<file path="config.mk">
export PLATFORM = sky130hd
export DESIGN_NAME = mixture_peak_search_fsm
export DESIGN_NICKNAME = d
export VERILOG_FILES = /design/src/hdl/peak_search_pkg.sv /design/src/hdl/button_classifier.sv /design/src/hdl/mixture_peak_search_fsm.sv
export SDC_FILE = /design/constraint.sdc
export NUM_CORES = 2
export LEC_CHECK = 0
export BUFFER_PORTS_ARGS = -buffer_cell sky130_fd_sc_hd__buf_2
export CAP_MARGIN = 0
export CORE_MARGIN = 2
export CORE_UTILIZATION = 50
export DETAILED_ROUTE_END_ITERATION = 8
export HOLD_SLACK_MARGIN = 0.12
export PLACE_DENSITY = 0.78
export SLEW_MARGIN = 10
export SYNTH_ARGS = -nofsm -noshare
export SYNTH_HDL_FRONTEND = slang
export SYNTH_HIERARCHICAL = 1
export SYNTH_SLANG_ARGS = --single-unit
</file>
<file path="constraint.sdc">
create_clock -name mclk -period 4.66 [get_ports mclk]
set_clock_uncertainty 0.2 [all_clocks]
set_input_delay 0 -clock mclk [delete_from_list [all_inputs] [get_ports mclk]]
set_output_delay 0 -clock mclk [all_outputs]
set_load 0.01 [all_outputs]
</file>
<file path="src/hdl/peak_search_pkg.sv">
package peak_search_pkg;

  // ****************************************
  // geometry
  // ****************************************
  localparam int NCYL = 6;
  localparam int TW = 12;
  localparam int FW = 12;
  localparam int DW = 4;

  // ****************************************
  // temperature thresholds in degrees, drop count and column depth
  // ****************************************
  localparam logic [TW-1:0] RISE_DEG = 12'h00F;
  localparam logic [TW-1:0] SEG_DEG = 12'h005;
  localparam logic [1:0] DROP_N = 2'h2;
  localparam logic [DW-1:0] DEPTH_MAX = 4'hF;

  // ****************************************
  // timing
  // ****************************************
  localparam int unsigned CLK_HZ = 50_000_000;
  localparam int unsigned LEANEST_S = 2;
  localparam int unsigned HOLD_S = 5;
  localparam int unsigned LEANEST_CYC = LEANEST_S * CLK_HZ;
  localparam int unsigned HOLD_CYC = HOLD_S * CLK_HZ;

  // ****************************************
  // register map (byte addresses)
  // ****************************************
  localparam logic [7:0] ADR_CTRL = 8'h00;
  localparam logic [7:0] ADR_STAT = 8'h04;
  localparam logic [7:0] ADR_PEAK = 8'h08;
  localparam logic [7:0] ADR_FLOW = 8'h0C;
  localparam int CTRL_FF_BIT = 0;
  localparam logic CTRL_FF_RST = 1'h0;

  // ****************************************
  // modes and labels
  // ****************************************
  typedef enum logic [2:0] {
    ST_IDLE = 3'b000, ST_ARMED = 3'b001, ST_ACTIVE = 3'b010, ST_LEANEST = 3'b011,
    ST_SET = 3'b100, ST_LOP_RUN = 3'b101, ST_LOP_DONE = 3'b110, ST_LOP_BAR = 3'b111
  } state_e;

  typedef enum logic [2:0] {
    LBL_BLANK = 3'b000, LBL_RICH = 3'b001, LBL_LEAN = 3'b010, LBL_ACTIVE = 3'b011,
    LBL_LEANEST = 3'b100, LBL_SET = 3'b101, LBL_PEAK = 3'b110, LBL_FLOW = 3'b111
  } label_e;

endpackage

</file>
<file path="src/hdl/button_classifier.sv">
`timescale 1ns/1ps
`default_nettype none
module button_classifier #(
  parameter int unsigned HOLD_CYC = peak_search_pkg::HOLD_CYC
) (
  input wire logic mclk,
  input wire logic nrst,
  input wire logic pin,
  output logic pressed,
  output logic tap,
  output logic hold
);

  logic sync_q;
  logic [31:0] cnt_q;
  logic held_q;

  // ****************************************
  // two-stage synchroniser, pressed is stage two
  // ****************************************
  always_ff @(posedge mclk or negedge nrst) begin
    if (!nrst) begin
      sync_q <= 1'b0;
      pressed <= 1'b0;
    end else begin
      sync_q <= pin;
      pressed <= sync_q;
    end
  end

  // tap on release before the hold time, hold pulse once the time is reached
  always_ff @(posedge mclk or negedge nrst) begin
    if (!nrst) begin
      cnt_q <= 32'h0000_0000;
      held_q <= 1'b0;
      tap <= 1'b0;
      hold <= 1'b0;
    end else begin
      tap <= 1'b0;
      hold <= 1'b0;
      if (pressed) begin
        if (!held_q) begin
          if (cnt_q == HOLD_CYC - 1) begin
            hold <= 1'b1;
            held_q <= 1'b1;
            cnt_q <= 32'h0000_0000;
          end else begin
            cnt_q <= cnt_q + 32'h0000_0001;
          end
        end
      end else begin
        // a held press has cnt cleared, so its release is not a tap
        tap <= (cnt_q != 32'h0000_0000);
        cnt_q <= 32'h0000_0000;
        held_q <= 1'b0;
      end
    end
  end

endmodule
`default_nettype wire

</file>
<file path="src/hdl/mixture_peak_search_fsm.sv">
// Functional notes
// - two methods, rich and lean of peak, each labelled; rich is default.
// - peak-search tap arms and watches every cylinder for a 15 degree rise.
// - after the rise, flash hottest cylinder dot; not active before that.
// - while searching, readout shows current temperature of hottest cylinder.
// - with fuel-flow option, right side shows flow instead of label.
// - detect first cylinder to peak, not necessarily the hottest.
// - first peak shows leanest label two seconds, then flashes column with set.
// - first-to-peak cylinder stays locked in readout for rest of procedure.
// - captured peak stored and shown with peak label while button held.
// - tap then hold both buttons selects lean; each further hold toggles.
// - toggle counts only after five-second dual hold, between entry and leaning.
// - method changes ignored once the active dot is flashing.
// - lean method draws inverted columns, 5 degrees per segment below peak.
// - lean method flashes each dot at peak; last peak flashes its column.
// - lean method, button held: show flow spread and first-to-peak cylinder's peak.
// - after lean completes, step tap resumes scan, peak tap shows bar graph.
// - second peak tap from bar graph restarts procedure from the beginning.
// - step tap in peak-search mode ends it and resumes automatic scan.
// - tap is momentary, hold is five seconds or more.
`timescale 1ns/1ps
`default_nettype none
module mixture_peak_search_fsm #(
  parameter int unsigned LEANEST_CYC = peak_search_pkg::LEANEST_CYC,
  parameter int unsigned HOLD_CYC = peak_search_pkg::HOLD_CYC
) (
  input wire logic mclk,
  input wire logic nrst,
  input wire logic wb_cyc_i,
  input wire logic wb_stb_i,
  input wire logic wb_we_i,
  input wire logic [7:0] wb_adr_i,
  input wire logic [3:0] wb_sel_i,
  input wire logic [31:0] wb_dat_i,
  output logic [31:0] wb_dat_o,
  output logic wb_ack_o,
  input wire logic peak_search_button,
  input wire logic step_button,
  input wire logic sample_valid,
  input wire logic [71:0] exhaust_temp,
  input wire logic [11:0] fuel_flow,
  output logic [11:0] readout_left,
  output logic [11:0] readout_right,
  output peak_search_pkg::label_e right_label,
  output logic [5:0] dot_flash,
  output logic [5:0] column_flash,
  output logic column_invert,
  output logic [23:0] invert_depth,
  output logic lean_method,
  output logic scan_resume
);

  localparam int N = peak_search_pkg::NCYL;
  localparam int TW = peak_search_pkg::TW;
  localparam logic [N-1:0] ALL = {N{1'b1}};

  peak_search_pkg::state_e state_q;
  logic lop_q;
  logic ff_opt_q;
  logic [31:0] timer_q;
  logic lf_pressed, lf_tap, step_tap, both_hold, step_pressed;
  logic [TW-1:0] cur [N];
  logic [TW-1:0] base_q [N];
  logic [TW-1:0] max_q [N];
  logic [1:0] drop_q [N];
  logic [N-1:0] risen_q, peaked_q, new_peak, rise_now;
  logic [2:0] first_q, last_q, hot_idx, new_lo, new_hi;
  logic [TW-1:0] hot_temp, peak_val;
  logic [11:0] ff_first_q, ff_last_q, spread;
  logic [23:0] depth_d;
  logic arm, tracking;

  // ****************************************
  // buttons
  // ****************************************
  // a dual hold is its own press classifier, fed by both synchronised presses
  // so that no logic ever reads a raw pin; costs two cycles of extra latency
  button_classifier #(.HOLD_CYC(HOLD_CYC)) u_lf (
    .mclk(mclk), .nrst(nrst), .pin(peak_search_button),
    .pressed(lf_pressed), .tap(lf_tap), .hold()
  );
  button_classifier #(.HOLD_CYC(HOLD_CYC)) u_step (
    .mclk(mclk), .nrst(nrst), .pin(step_button),
    .pressed(step_pressed), .tap(step_tap), .hold()
  );
  button_classifier #(.HOLD_CYC(HOLD_CYC)) u_both (
    .mclk(mclk), .nrst(nrst), .pin(lf_pressed & step_pressed),
    .pressed(), .tap(), .hold(both_hold)
  );

  // ****************************************
  // per-cylinder detection
  // ****************************************
  // unpack sample, rise and peak conditions
  always_comb begin
    for (int i = 0; i < N; i++) begin
      cur[i] = exhaust_temp[i*TW +: TW];
      rise_now[i] = (cur[i] >= base_q[i] + peak_search_pkg::RISE_DEG);
      new_peak[i] = sample_valid && tracking && risen_q[i] && !peaked_q[i] &&
                    (cur[i] < max_q[i]) && (drop_q[i] == peak_search_pkg::DROP_N - 2'h1);
    end
  end

  assign tracking = (state_q == peak_search_pkg::ST_ACTIVE) || (state_q == peak_search_pkg::ST_LOP_RUN);

  // running maximum and consecutive-drop count; reset at every arming
  always_ff @(posedge mclk or negedge nrst) begin
    if (!nrst) begin
      risen_q <= '0;
      peaked_q <= '0;
      for (int i = 0; i < N; i++) begin
        base_q[i] <= 12'h000;
        max_q[i] <= 12'h000;
        drop_q[i] <= 2'h0;
      end
    end else if (arm) begin
      risen_q <= '0;
      peaked_q <= '0;
      for (int i = 0; i < N; i++) begin
        base_q[i] <= cur[i];
        max_q[i] <= cur[i];
        drop_q[i] <= 2'h0;
      end
    end else if (sample_valid && state_q != peak_search_pkg::ST_IDLE) begin
      peaked_q <= peaked_q | new_peak;
      for (int i = 0; i < N; i++) begin
        if (rise_now[i]) begin
          risen_q[i] <= 1'b1;
        end
        // a peaked cylinder keeps its latched maximum
        if (!peaked_q[i] && cur[i] > max_q[i]) begin
          max_q[i] <= cur[i];
        end
        if (cur[i] < max_q[i] && !peaked_q[i]) begin
          drop_q[i] <= drop_q[i] + 2'h1;
        end else begin
          drop_q[i] <= 2'h0;
        end
      end
    end
  end

  // hottest cylinder and lowest/highest index of new peaks
  always_comb begin
    hot_idx = 3'h0;
    hot_temp = cur[0];
    new_lo = 3'h0;
    new_hi = 3'h0;
    for (int i = N - 1; i >= 0; i--) begin
      if (new_peak[i]) begin
        new_lo = 3'(i);
      end
    end
    for (int i = 0; i < N; i++) begin
      if (cur[i] > hot_temp) begin
        hot_temp = cur[i];
        hot_idx = 3'(i);
      end
      if (new_peak[i]) begin
        new_hi = 3'(i);
      end
    end
  end

  // order of peaks and the fuel flow at first and last
  always_ff @(posedge mclk or negedge nrst) begin
    if (!nrst) begin
      first_q <= 3'h0;
      last_q <= 3'h0;
      ff_first_q <= 12'h000;
      ff_last_q <= 12'h000;
    end else if (|new_peak) begin
      if (peaked_q == '0) begin
        first_q <= new_lo;
        ff_first_q <= fuel_flow;
      end
      last_q <= new_hi;
      ff_last_q <= fuel_flow;
    end
  end

  assign peak_val = max_q[first_q];
  assign spread = ff_first_q - ff_last_q;

  // inverted column depth, saturating at the column height
  always_comb begin
    logic [TW-1:0] seg;
    seg = 12'h000;
    depth_d = 24'h00_0000;
    for (int i = 0; i < N; i++) begin
      seg = (max_q[i] - cur[i]) / peak_search_pkg::SEG_DEG;
      if (!peaked_q[i] || cur[i] >= max_q[i]) begin
        depth_d[i*4 +: 4] = 4'h0;
      end else if (seg > 12'(peak_search_pkg::DEPTH_MAX)) begin
        depth_d[i*4 +: 4] = peak_search_pkg::DEPTH_MAX;
      end else begin
        depth_d[i*4 +: 4] = seg[3:0];
      end
    end
  end

  // ****************************************
  // mode sequence
  // ****************************************
  assign arm = ((state_q == peak_search_pkg::ST_IDLE) || (state_q == peak_search_pkg::ST_LOP_BAR)) &&
               lf_tap && !step_tap;

  // step tap wins over every other event while in the mode
  always_ff @(posedge mclk or negedge nrst) begin
    if (!nrst) begin
      state_q <= peak_search_pkg::ST_IDLE;
      timer_q <= 32'h0000_0000;
      scan_resume <= 1'b0;
    end else begin
      scan_resume <= 1'b0;
      if (state_q != peak_search_pkg::ST_IDLE && step_tap) begin
        state_q <= peak_search_pkg::ST_IDLE;
        scan_resume <= 1'b1;
      end else begin
        unique case (state_q)
          peak_search_pkg::ST_IDLE: begin
            if (arm) begin
              state_q <= peak_search_pkg::ST_ARMED;
            end
          end
          peak_search_pkg::ST_ARMED: begin
            if (|rise_now && sample_valid) begin
              state_q <= peak_search_pkg::ST_ACTIVE;
            end
          end
          peak_search_pkg::ST_ACTIVE: begin
            if (|new_peak) begin
              state_q <= lop_q ? peak_search_pkg::ST_LOP_RUN : peak_search_pkg::ST_LEANEST;
              timer_q <= LEANEST_CYC - 1;
            end
          end
          peak_search_pkg::ST_LEANEST: begin
            if (timer_q == 32'h0000_0000) begin
              state_q <= peak_search_pkg::ST_SET;
            end else begin
              timer_q <= timer_q - 32'h0000_0001;
            end
          end
          peak_search_pkg::ST_SET: begin
            state_q <= peak_search_pkg::ST_SET;
          end
          peak_search_pkg::ST_LOP_RUN: begin
            if ((peaked_q | new_peak) == ALL) begin
              state_q <= peak_search_pkg::ST_LOP_DONE;
            end
          end
          peak_search_pkg::ST_LOP_DONE: begin
            if (lf_tap) begin
              state_q <= peak_search_pkg::ST_LOP_BAR;
            end
          end
          peak_search_pkg::ST_LOP_BAR: begin
            if (arm) begin
              state_q <= peak_search_pkg::ST_ARMED;
            end
          end
        endcase
      end
    end
  end

  // method: rich on entry from idle, kept on restart from the bar graph; toggled only while armed
  always_ff @(posedge mclk or negedge nrst) begin
    if (!nrst) begin
      lop_q <= 1'b0;
    end else if (state_q == peak_search_pkg::ST_IDLE && arm) begin
      lop_q <= 1'b0;
    end else if (state_q == peak_search_pkg::ST_ARMED && both_hold && !step_tap) begin
      lop_q <= ~lop_q;
    end
  end

  // ****************************************
  // display
  // ****************************************
  // every display output is registered from the current mode
  always_ff @(posedge mclk or negedge nrst) begin
    if (!nrst) begin
      readout_left <= 12'h000;
      readout_right <= 12'h000;
      right_label <= peak_search_pkg::LBL_BLANK;
      dot_flash <= 6'h00;
      column_flash <= 6'h00;
      column_invert <= 1'b0;
      invert_depth <= 24'h00_0000;
      lean_method <= 1'b0;
    end else begin
      readout_left <= 12'h000;
      readout_right <= 12'h000;
      right_label <= peak_search_pkg::LBL_BLANK;
      dot_flash <= 6'h00;
      column_flash <= 6'h00;
      column_invert <= 1'b0;
      invert_depth <= 24'h00_0000;
      lean_method <= lop_q;
      unique case (state_q)
        peak_search_pkg::ST_IDLE: begin
          readout_left <= 12'h000;
        end
        peak_search_pkg::ST_ARMED: begin
          readout_left <= hot_temp;
          right_label <= lop_q ? peak_search_pkg::LBL_LEAN : peak_search_pkg::LBL_RICH;
        end
        peak_search_pkg::ST_ACTIVE: begin
          readout_left <= hot_temp;
          dot_flash <= 6'h01 << hot_idx;
          readout_right <= fuel_flow;
          right_label <= ff_opt_q ? peak_search_pkg::LBL_FLOW : peak_search_pkg::LBL_ACTIVE;
        end
        peak_search_pkg::ST_LEANEST: begin
          readout_left <= cur[first_q];
          right_label <= peak_search_pkg::LBL_LEANEST;
        end
        peak_search_pkg::ST_SET: begin
          column_flash <= 6'h01 << first_q;
          dot_flash <= 6'h01 << first_q;
          readout_right <= fuel_flow;
          if (lf_pressed) begin
            readout_left <= peak_val;
            right_label <= peak_search_pkg::LBL_PEAK;
          end else begin
            readout_left <= cur[first_q];
            right_label <= ff_opt_q ? peak_search_pkg::LBL_FLOW : peak_search_pkg::LBL_SET;
          end
        end
        peak_search_pkg::ST_LOP_RUN: begin
          column_invert <= 1'b1;
          invert_depth <= depth_d;
          dot_flash <= peaked_q;
          readout_left <= cur[first_q];
          readout_right <= fuel_flow;
          right_label <= ff_opt_q ? peak_search_pkg::LBL_FLOW : peak_search_pkg::LBL_SET;
        end
        peak_search_pkg::ST_LOP_DONE: begin
          column_invert <= 1'b1;
          invert_depth <= depth_d;
          dot_flash <= peaked_q;
          column_flash <= 6'h01 << last_q;
          if (lf_pressed) begin
            readout_left <= peak_val;
            readout_right <= spread;
            right_label <= peak_search_pkg::LBL_PEAK;
          end else begin
            readout_left <= cur[first_q];
            readout_right <= fuel_flow;
            right_label <= ff_opt_q ? peak_search_pkg::LBL_FLOW : peak_search_pkg::LBL_SET;
          end
        end
        peak_search_pkg::ST_LOP_BAR: begin
          column_invert <= 1'b1;
          invert_depth <= depth_d;
          dot_flash <= peaked_q;
        end
      endcase
    end
  end

  // ****************************************
  // register bus
  // ****************************************
  // single-wait slave: ack one cycle after the strobe, then dropped
  always_ff @(posedge mclk or negedge nrst) begin
    if (!nrst) begin
      wb_ack_o <= 1'b0;
      wb_dat_o <= 32'h0000_0000;
      ff_opt_q <= peak_search_pkg::CTRL_FF_RST;
    end else begin
      wb_ack_o <= wb_cyc_i && wb_stb_i && !wb_ack_o;
      wb_dat_o <= 32'h0000_0000;
      if (wb_cyc_i && wb_stb_i && !wb_ack_o) begin
        if (wb_we_i && wb_sel_i[0] && wb_adr_i == peak_search_pkg::ADR_CTRL) begin
          ff_opt_q <= wb_dat_i[peak_search_pkg::CTRL_FF_BIT];
        end
        unique case (wb_adr_i)
          peak_search_pkg::ADR_CTRL: wb_dat_o <= {31'h0000_0000, ff_opt_q};
          peak_search_pkg::ADR_STAT: wb_dat_o <= {16'h0000, first_q, last_q, peaked_q, lop_q, state_q};
          peak_search_pkg::ADR_PEAK: wb_dat_o <= {20'h0_0000, peak_val};
          peak_search_pkg::ADR_FLOW: wb_dat_o <= {20'h0_0000, spread};
          default: wb_dat_o <= 32'h0000_0000;
        endcase
      end
    end
  end
endmodule
`default_nettype wire

</file>
### After elaboration in Yosys (flattened, before gate mapping)

Cells that the tools add are included.

* flip-flop bits (word level): 442
* bits of input ports: 136
* output and inout bits: 99
* word-level logic and storage cells: 391

* add/sub/neg operators: 23
* div/mod/pow operators: 6
* $lt $le $gt $ge: 36
* equality and inequality tests: 31
* shift-type cells: 3
* mux-type cells: 117
* bitwise logic cells: 5
* reductions and logical operators: 111

Operators by type and width (count)
* $mux 32: 12
* $mux 12: 19
* $ge 12x12->1: 12
* $mux 72: 2
* $gt 12x12->1: 11
* $add 32x1->32 const B: 3
* $eq 32x28->1 const B: 3
* $sub 12x12->12: 7
* $add 12x4->12 const B: 6
* $bmux 12 s3: 2
* $div 12x3->12 const B: 6
* $gt 12x4->1 const B: 6
* $lt 12x12->1: 6
* $mux 3: 23
* $pmux 16 s4: 1
* $pmux 32 s2: 1
* $reduce_bool 32->1: 2
* $logic_and 1x1->1: 49
* $mux 4: 12
* $pmux 12 s3: 1
* $logic_not 32->1: 1
* $sub 32x1->32 const B: 1
* $reduce_bool 2->1: 15
* $reduce_and 2->1: 14
* 39 further kinds: 117

### Depth between registers and ports, before layout

* depth after elaboration: 13
* gate-level depth with buffers: 55
* mapped depth without buffers: 50

### Hierarchy

Netlist, hierarchy kept.

Modules (own cells, without submodules)
* mixture_peak_search_fsm: times used 1, cells an instance 3515, area each 29173.0 sq um, seq. area each 7957.6 sq um
* button_classifier: times used 3, cells an instance 246, area each 2100.8 sq um, seq. area each 925.9 sq um

### Least setup slack after synthesis

No wires, ideal clock.

* kind: input -> register
* from: input port exhaust_temp[10]
* to: register dot_flash[1]
* library setup time: 0.066 ns
* data arrival time: 9.418 ns
* required time: 4.394 ns
* setup slack: -5.024 ns
* cell stages on the path: 49
* buffers on the path: 6
* cells stage by stage: inv_1 ha_1 nand4_1 or2_2 o221ai_1 o21a_1 clkbuf_1 buf_1 mux2i_1 ha_1 nand4_1 or2_2 o221ai_1 o21a_1 clkbuf_1 buf_1 mux2i_1 inv_1 (+13 left out) o221ai_1 o21a_1 clkbuf_1 mux2_2 ha_1 a21o_1 a21oi_1 nor2b_1 o21ai_0 nand2b_1 a21oi_1 nor2b_1 o21ai_0 a22oi_1 nor4_1 nor3b_1 a222oi_1 inv_1

* longest elaborated chain between the ends: 12
* elaborated cells on any way between the ends: 16
* those cells by class: order compare (5); shift (1); mux (10)

RTL lines
* start: declaration: line mixture_peak_search_fsm.sv:40 `input wire logic [71:0] exhaust_temp,`
* $gt 12x12->1: line mixture_peak_search_fsm.sv:155 `if (cur[i] > hot_temp) begin`
* $mux 12: line mixture_peak_search_fsm.sv:155
* $gt 12x12->1: line mixture_peak_search_fsm.sv:155
* $mux 12: line mixture_peak_search_fsm.sv:155
* $gt 12x12->1: line mixture_peak_search_fsm.sv:155
* $mux 12: line mixture_peak_search_fsm.sv:155
* $gt 12x12->1: line mixture_peak_search_fsm.sv:155
* $mux 12: line mixture_peak_search_fsm.sv:155
* $gt 12x12->1: line mixture_peak_search_fsm.sv:155
* $mux 3 *: line mixture_peak_search_fsm.sv:155
* $shl 1x3->6 *: line mixture_peak_search_fsm.sv:311 `dot_flash <= 6'h01 << hot_idx;`
* $pmux 6 s3 *: line mixture_peak_search_fsm.sv:301 `unique case (state_q)`
* end signal: assignment: line mixture_peak_search_fsm.sv:311
* end signal: assignment: line mixture_peak_search_fsm.sv:321 `dot_flash <= 6'h01 << first_q;`
* end signal: assignment: line mixture_peak_search_fsm.sv:334 `dot_flash <= peaked_q;`
* end: declaration: line mixture_peak_search_fsm.sv:45 `output logic [5:0] dot_flash,`

Every way passes the cells marked *; elsewhere a longest branch is shown, timed or not.
A chain may end at the register's enable or synchronous reset.

### Final worst setup path

* from: input port exhaust_temp[5]
* to: register readout_left[6]

* longest elaborated chain between the ends: 11

RTL lines
* $gt 12x12->1: line mixture_peak_search_fsm.sv:155
* $mux 12 *: line mixture_peak_search_fsm.sv:155
* $gt 12x12->1: line mixture_peak_search_fsm.sv:155
* $mux 12 *: line mixture_peak_search_fsm.sv:155
* $gt 12x12->1: line mixture_peak_search_fsm.sv:155
* $mux 12 *: line mixture_peak_search_fsm.sv:155
* $gt 12x12->1: line mixture_peak_search_fsm.sv:155
* $mux 12 *: line mixture_peak_search_fsm.sv:155
* $gt 12x12->1: line mixture_peak_search_fsm.sv:155
* $mux 12 *: line mixture_peak_search_fsm.sv:155
* $pmux 12 s3 *: line mixture_peak_search_fsm.sv:301
* end signal: assignment: line mixture_peak_search_fsm.sv:306 `readout_left <= hot_temp;`
* end signal: assignment: line mixture_peak_search_fsm.sv:310 `readout_left <= hot_temp;`
* end signal: assignment: line mixture_peak_search_fsm.sv:316 `readout_left <= cur[first_q];`
* end: declaration: line mixture_peak_search_fsm.sv:42 `output logic [11:0] readout_left,`

Marked as above.

==> impl_metrics.py <==
metrics = {
    "finish": {
        "multi_input_area_um2": 25400,
        "fillers": 5074,
        "regArea_um2": 10700,
        "syn2layout_area_growth_pct": 35.4,
        "final_nets": 5512,
        "drive_gt1_frac": 0.296,
    },
    "worst_setup_path": {
        "crit_type": "primary input to flop",
        "arrival_ns": 8.97,
        "cpPeakStageDelay_ns": 0.50,
        "cp_max_fo": 7,
        "critPathCaptureType": "flop",
        "critPathSlowestCell": "nor3_1",
        "cp-start-kind": "primary input",
        "crit_required_ns": 4.93,
        "crit_top_cell": "a21o_1",
    },
    "clock_network": {
        "clkTransAtPathRegs_ns": 0.07,
        "clock_latency_ns": 0.64,
        "htree_levels": 2,
        "cts_tree": "done",
        "cts_max_path_buffers": 3,
        "numCtsBuffers": 48,
        "cts.sinks": 426,
        "root_buffer": "clkbuf_16",
    },
    "timing": {
        "min_period_ns": 8.70,
        "setup_viol": 33,
        "finalWorstSetupSlack_ns": -4.04,
        "worst_pin_slew_ns": 1.55,
        "max_freq_mhz": 115,
        "maxSlewViolCount": 3,
        "hold_violations": 0,
        "whs_ns": 0.145,
        "finalCritPeriodShare": 1.87,
        "rsz0062_at_grt": "yes",
        "slew_headroom": -0.0472,
    },
    "route": {
        "first_iter_violations": 4496,
        "routed-via-count": 39600,
        "highest_layer": "met5",
        "drt_wl_total_um": 138000,
        "first_pass_iters": 9,
        "ant_nets": 0,
        "met3WireLength_um": 15100,
        "avgViaCountPerCell": 6.47,
        "drt-met1-wl_um": 52300,
        "avgRoutedWirePerCell_um": 22.5,
        "wl_met2_um": 60500,
        "drc": 0,
    },
    "yosys": {
        "syn_area_per_cell_um2": 8.33,
        "yosysWarningCount": 6,
        "syn_inst": 4240,
        "syn_area_um2": 35300,
    },
    "die": {
        "die-area_um2": 72800,
        "start_util": 0.505,
        "die_h_um": 270,
        "core-area_um2": 70000,
        "io_pins": 235,
        "rows": 97,
        "fp.dieW_um": 270,
    },
    "placement": {
        "port_buffers": 184,
        "place_congestion": 0.990,
        "dp_hpwl_um": 89900,
    },
    "global_route": {
        "grt_pass1_vias": 36800,
        "antenna_found_initial": 13,
        "overflow": 0,
        "grt_max_degree": 113,
        "grtUsageTotal": 0.339,
        "grt_pass1_wl_um": 200000,
    },
    "job": {
        "cap_violations": 1,
    },
    "outcome": {
        "violations": "max-capacitance violations, max-slew violations, negative setup slack",
        "status": "finished, violations left",
    },
    "min_path": {
        "min_path_type": "flop to flop",
    },
}
## worst paths after layout
path	startpoint	end	slack (ns)	cells after the start
max reg2reg	max_q[48]$_DFFE_PN0P_	invert_depth[4]$_DFF_PN0_	-0.30	22
min in group asynchronous	nrst	invert_depth[7]$_DFF_PN0_	0.45	4
min reg2reg	u_step/sync_q$_DFF_PN0_	u_step/pressed$_DFF_PN0_	0.15	0
min	u_step/sync_q$_DFF_PN0_	u_step/pressed$_DFF_PN0_	0.15	0
max in group asynchronous	nrst	max_q[61]$_DFFE_PN0P_	3.16	4
max	exhaust_temp[5]	readout_left[6]$_DFF_PN0_	-4.04	48
## cell type report
| cell class | instances | share of cell area |
|---|---|---|
| Multi-Input combinational cell | 3405 | 0.531 |
| Sequential cell | 426 | 0.223 |
| Timing Repair Buffer | 1042 | 0.169 |
| Clock buffer | 65 | 0.0279 |
| Tap cell | 940 | 0.0246 |
| Inverter | 212 | 0.0168 |
| Clock inverter | 19 | 0.00649 |
| Antenna cell | 10 | 0.000523 |
## metal layers
| layer | vias to the layer above | global-route usage |
|---|---|---|
| li1 | 17500 | - |
| met1 | 18900 | 0.439 |
| met2 | 2458 | 0.529 |
| met3 | 706 | 0.0741 |
| met4 | 4 | 0.187 |
| met5 | - | 0 |
## flip-flops by register name, indices dropped and copies added, names as in the netlist, 6 cells and up
signal and count:
u_step/cnt_q 32, max_q 72, dot_flash 6, readout_right 12, risen_q 6, timer_q 32, invert_depth 24, wb_dat_o 16
u_both/cnt_q 32, u_lf/cnt_q 32, base_q 72, ff_first_q 12, readout_left 12, ff_last_q 12, drop_q 12, peaked_q 6
column_flash 6
## cell usage in the layout, fill, tap and decap left out, drive strengths merged, types with 78 or more instances in the layout
cell type	n
o21ai	319
nor3	100
a21o	105
inv	214
nand4	99
nand3	161
mux2i	91
mux2	109
ha	234
dfrtp	426
buf	892
a21oi	257
nand2	448
dlygate4sd3	150
xnor2	94
or3	78
nor2	339
## stage by stage
| step | worst slack [ns] | utilization | instances | TNS [ns] | instance area, um2 |
|---|---|---|---|---|---|
| finish | -4.04 | 0.683 | 6119 | -73.07 | 47800 |
| global route | -4.37 | 0.683 | 6114 | -82.09 | 47800 |
| CTS | -2.80 | 0.655 | 6048 | -49.49 | 45900 |
| detailed placement | -3.94 | 0.589 | 5761 | -73.28 | 41200 |
| global placement | -3.65 | 0.589 | 5761 | -67.89 | 41200 |
| floorplan | -3.36 | - | 4255 | -58.13 | 35600 |
## worst max-delay path: cells and delay by family
family                   cells  cell delay, ns
adder cells (fa/ha/maj)      5            1.35
buffers and inverters       10            1.40
multiplexers                 4            1.07
AND/OR/NAND/NOR              9            1.77
AO/OA/AOI/OAI               20            3.34
## repair_timing
item / in CTS / in global routing
gates cloned: 4 / 1
resized for setup: 226 / 294
hold buffers: 151 / 2
endpoints found under the hold margin: 655 / 4
pin swaps: 104 / 184
endpoints found under the setup margin: 48 / 80
setup buffers: 51 / 65
Power is not shown: default switching activity piles up to over one toggle a cycle in this logic, so the estimate is an artifact.
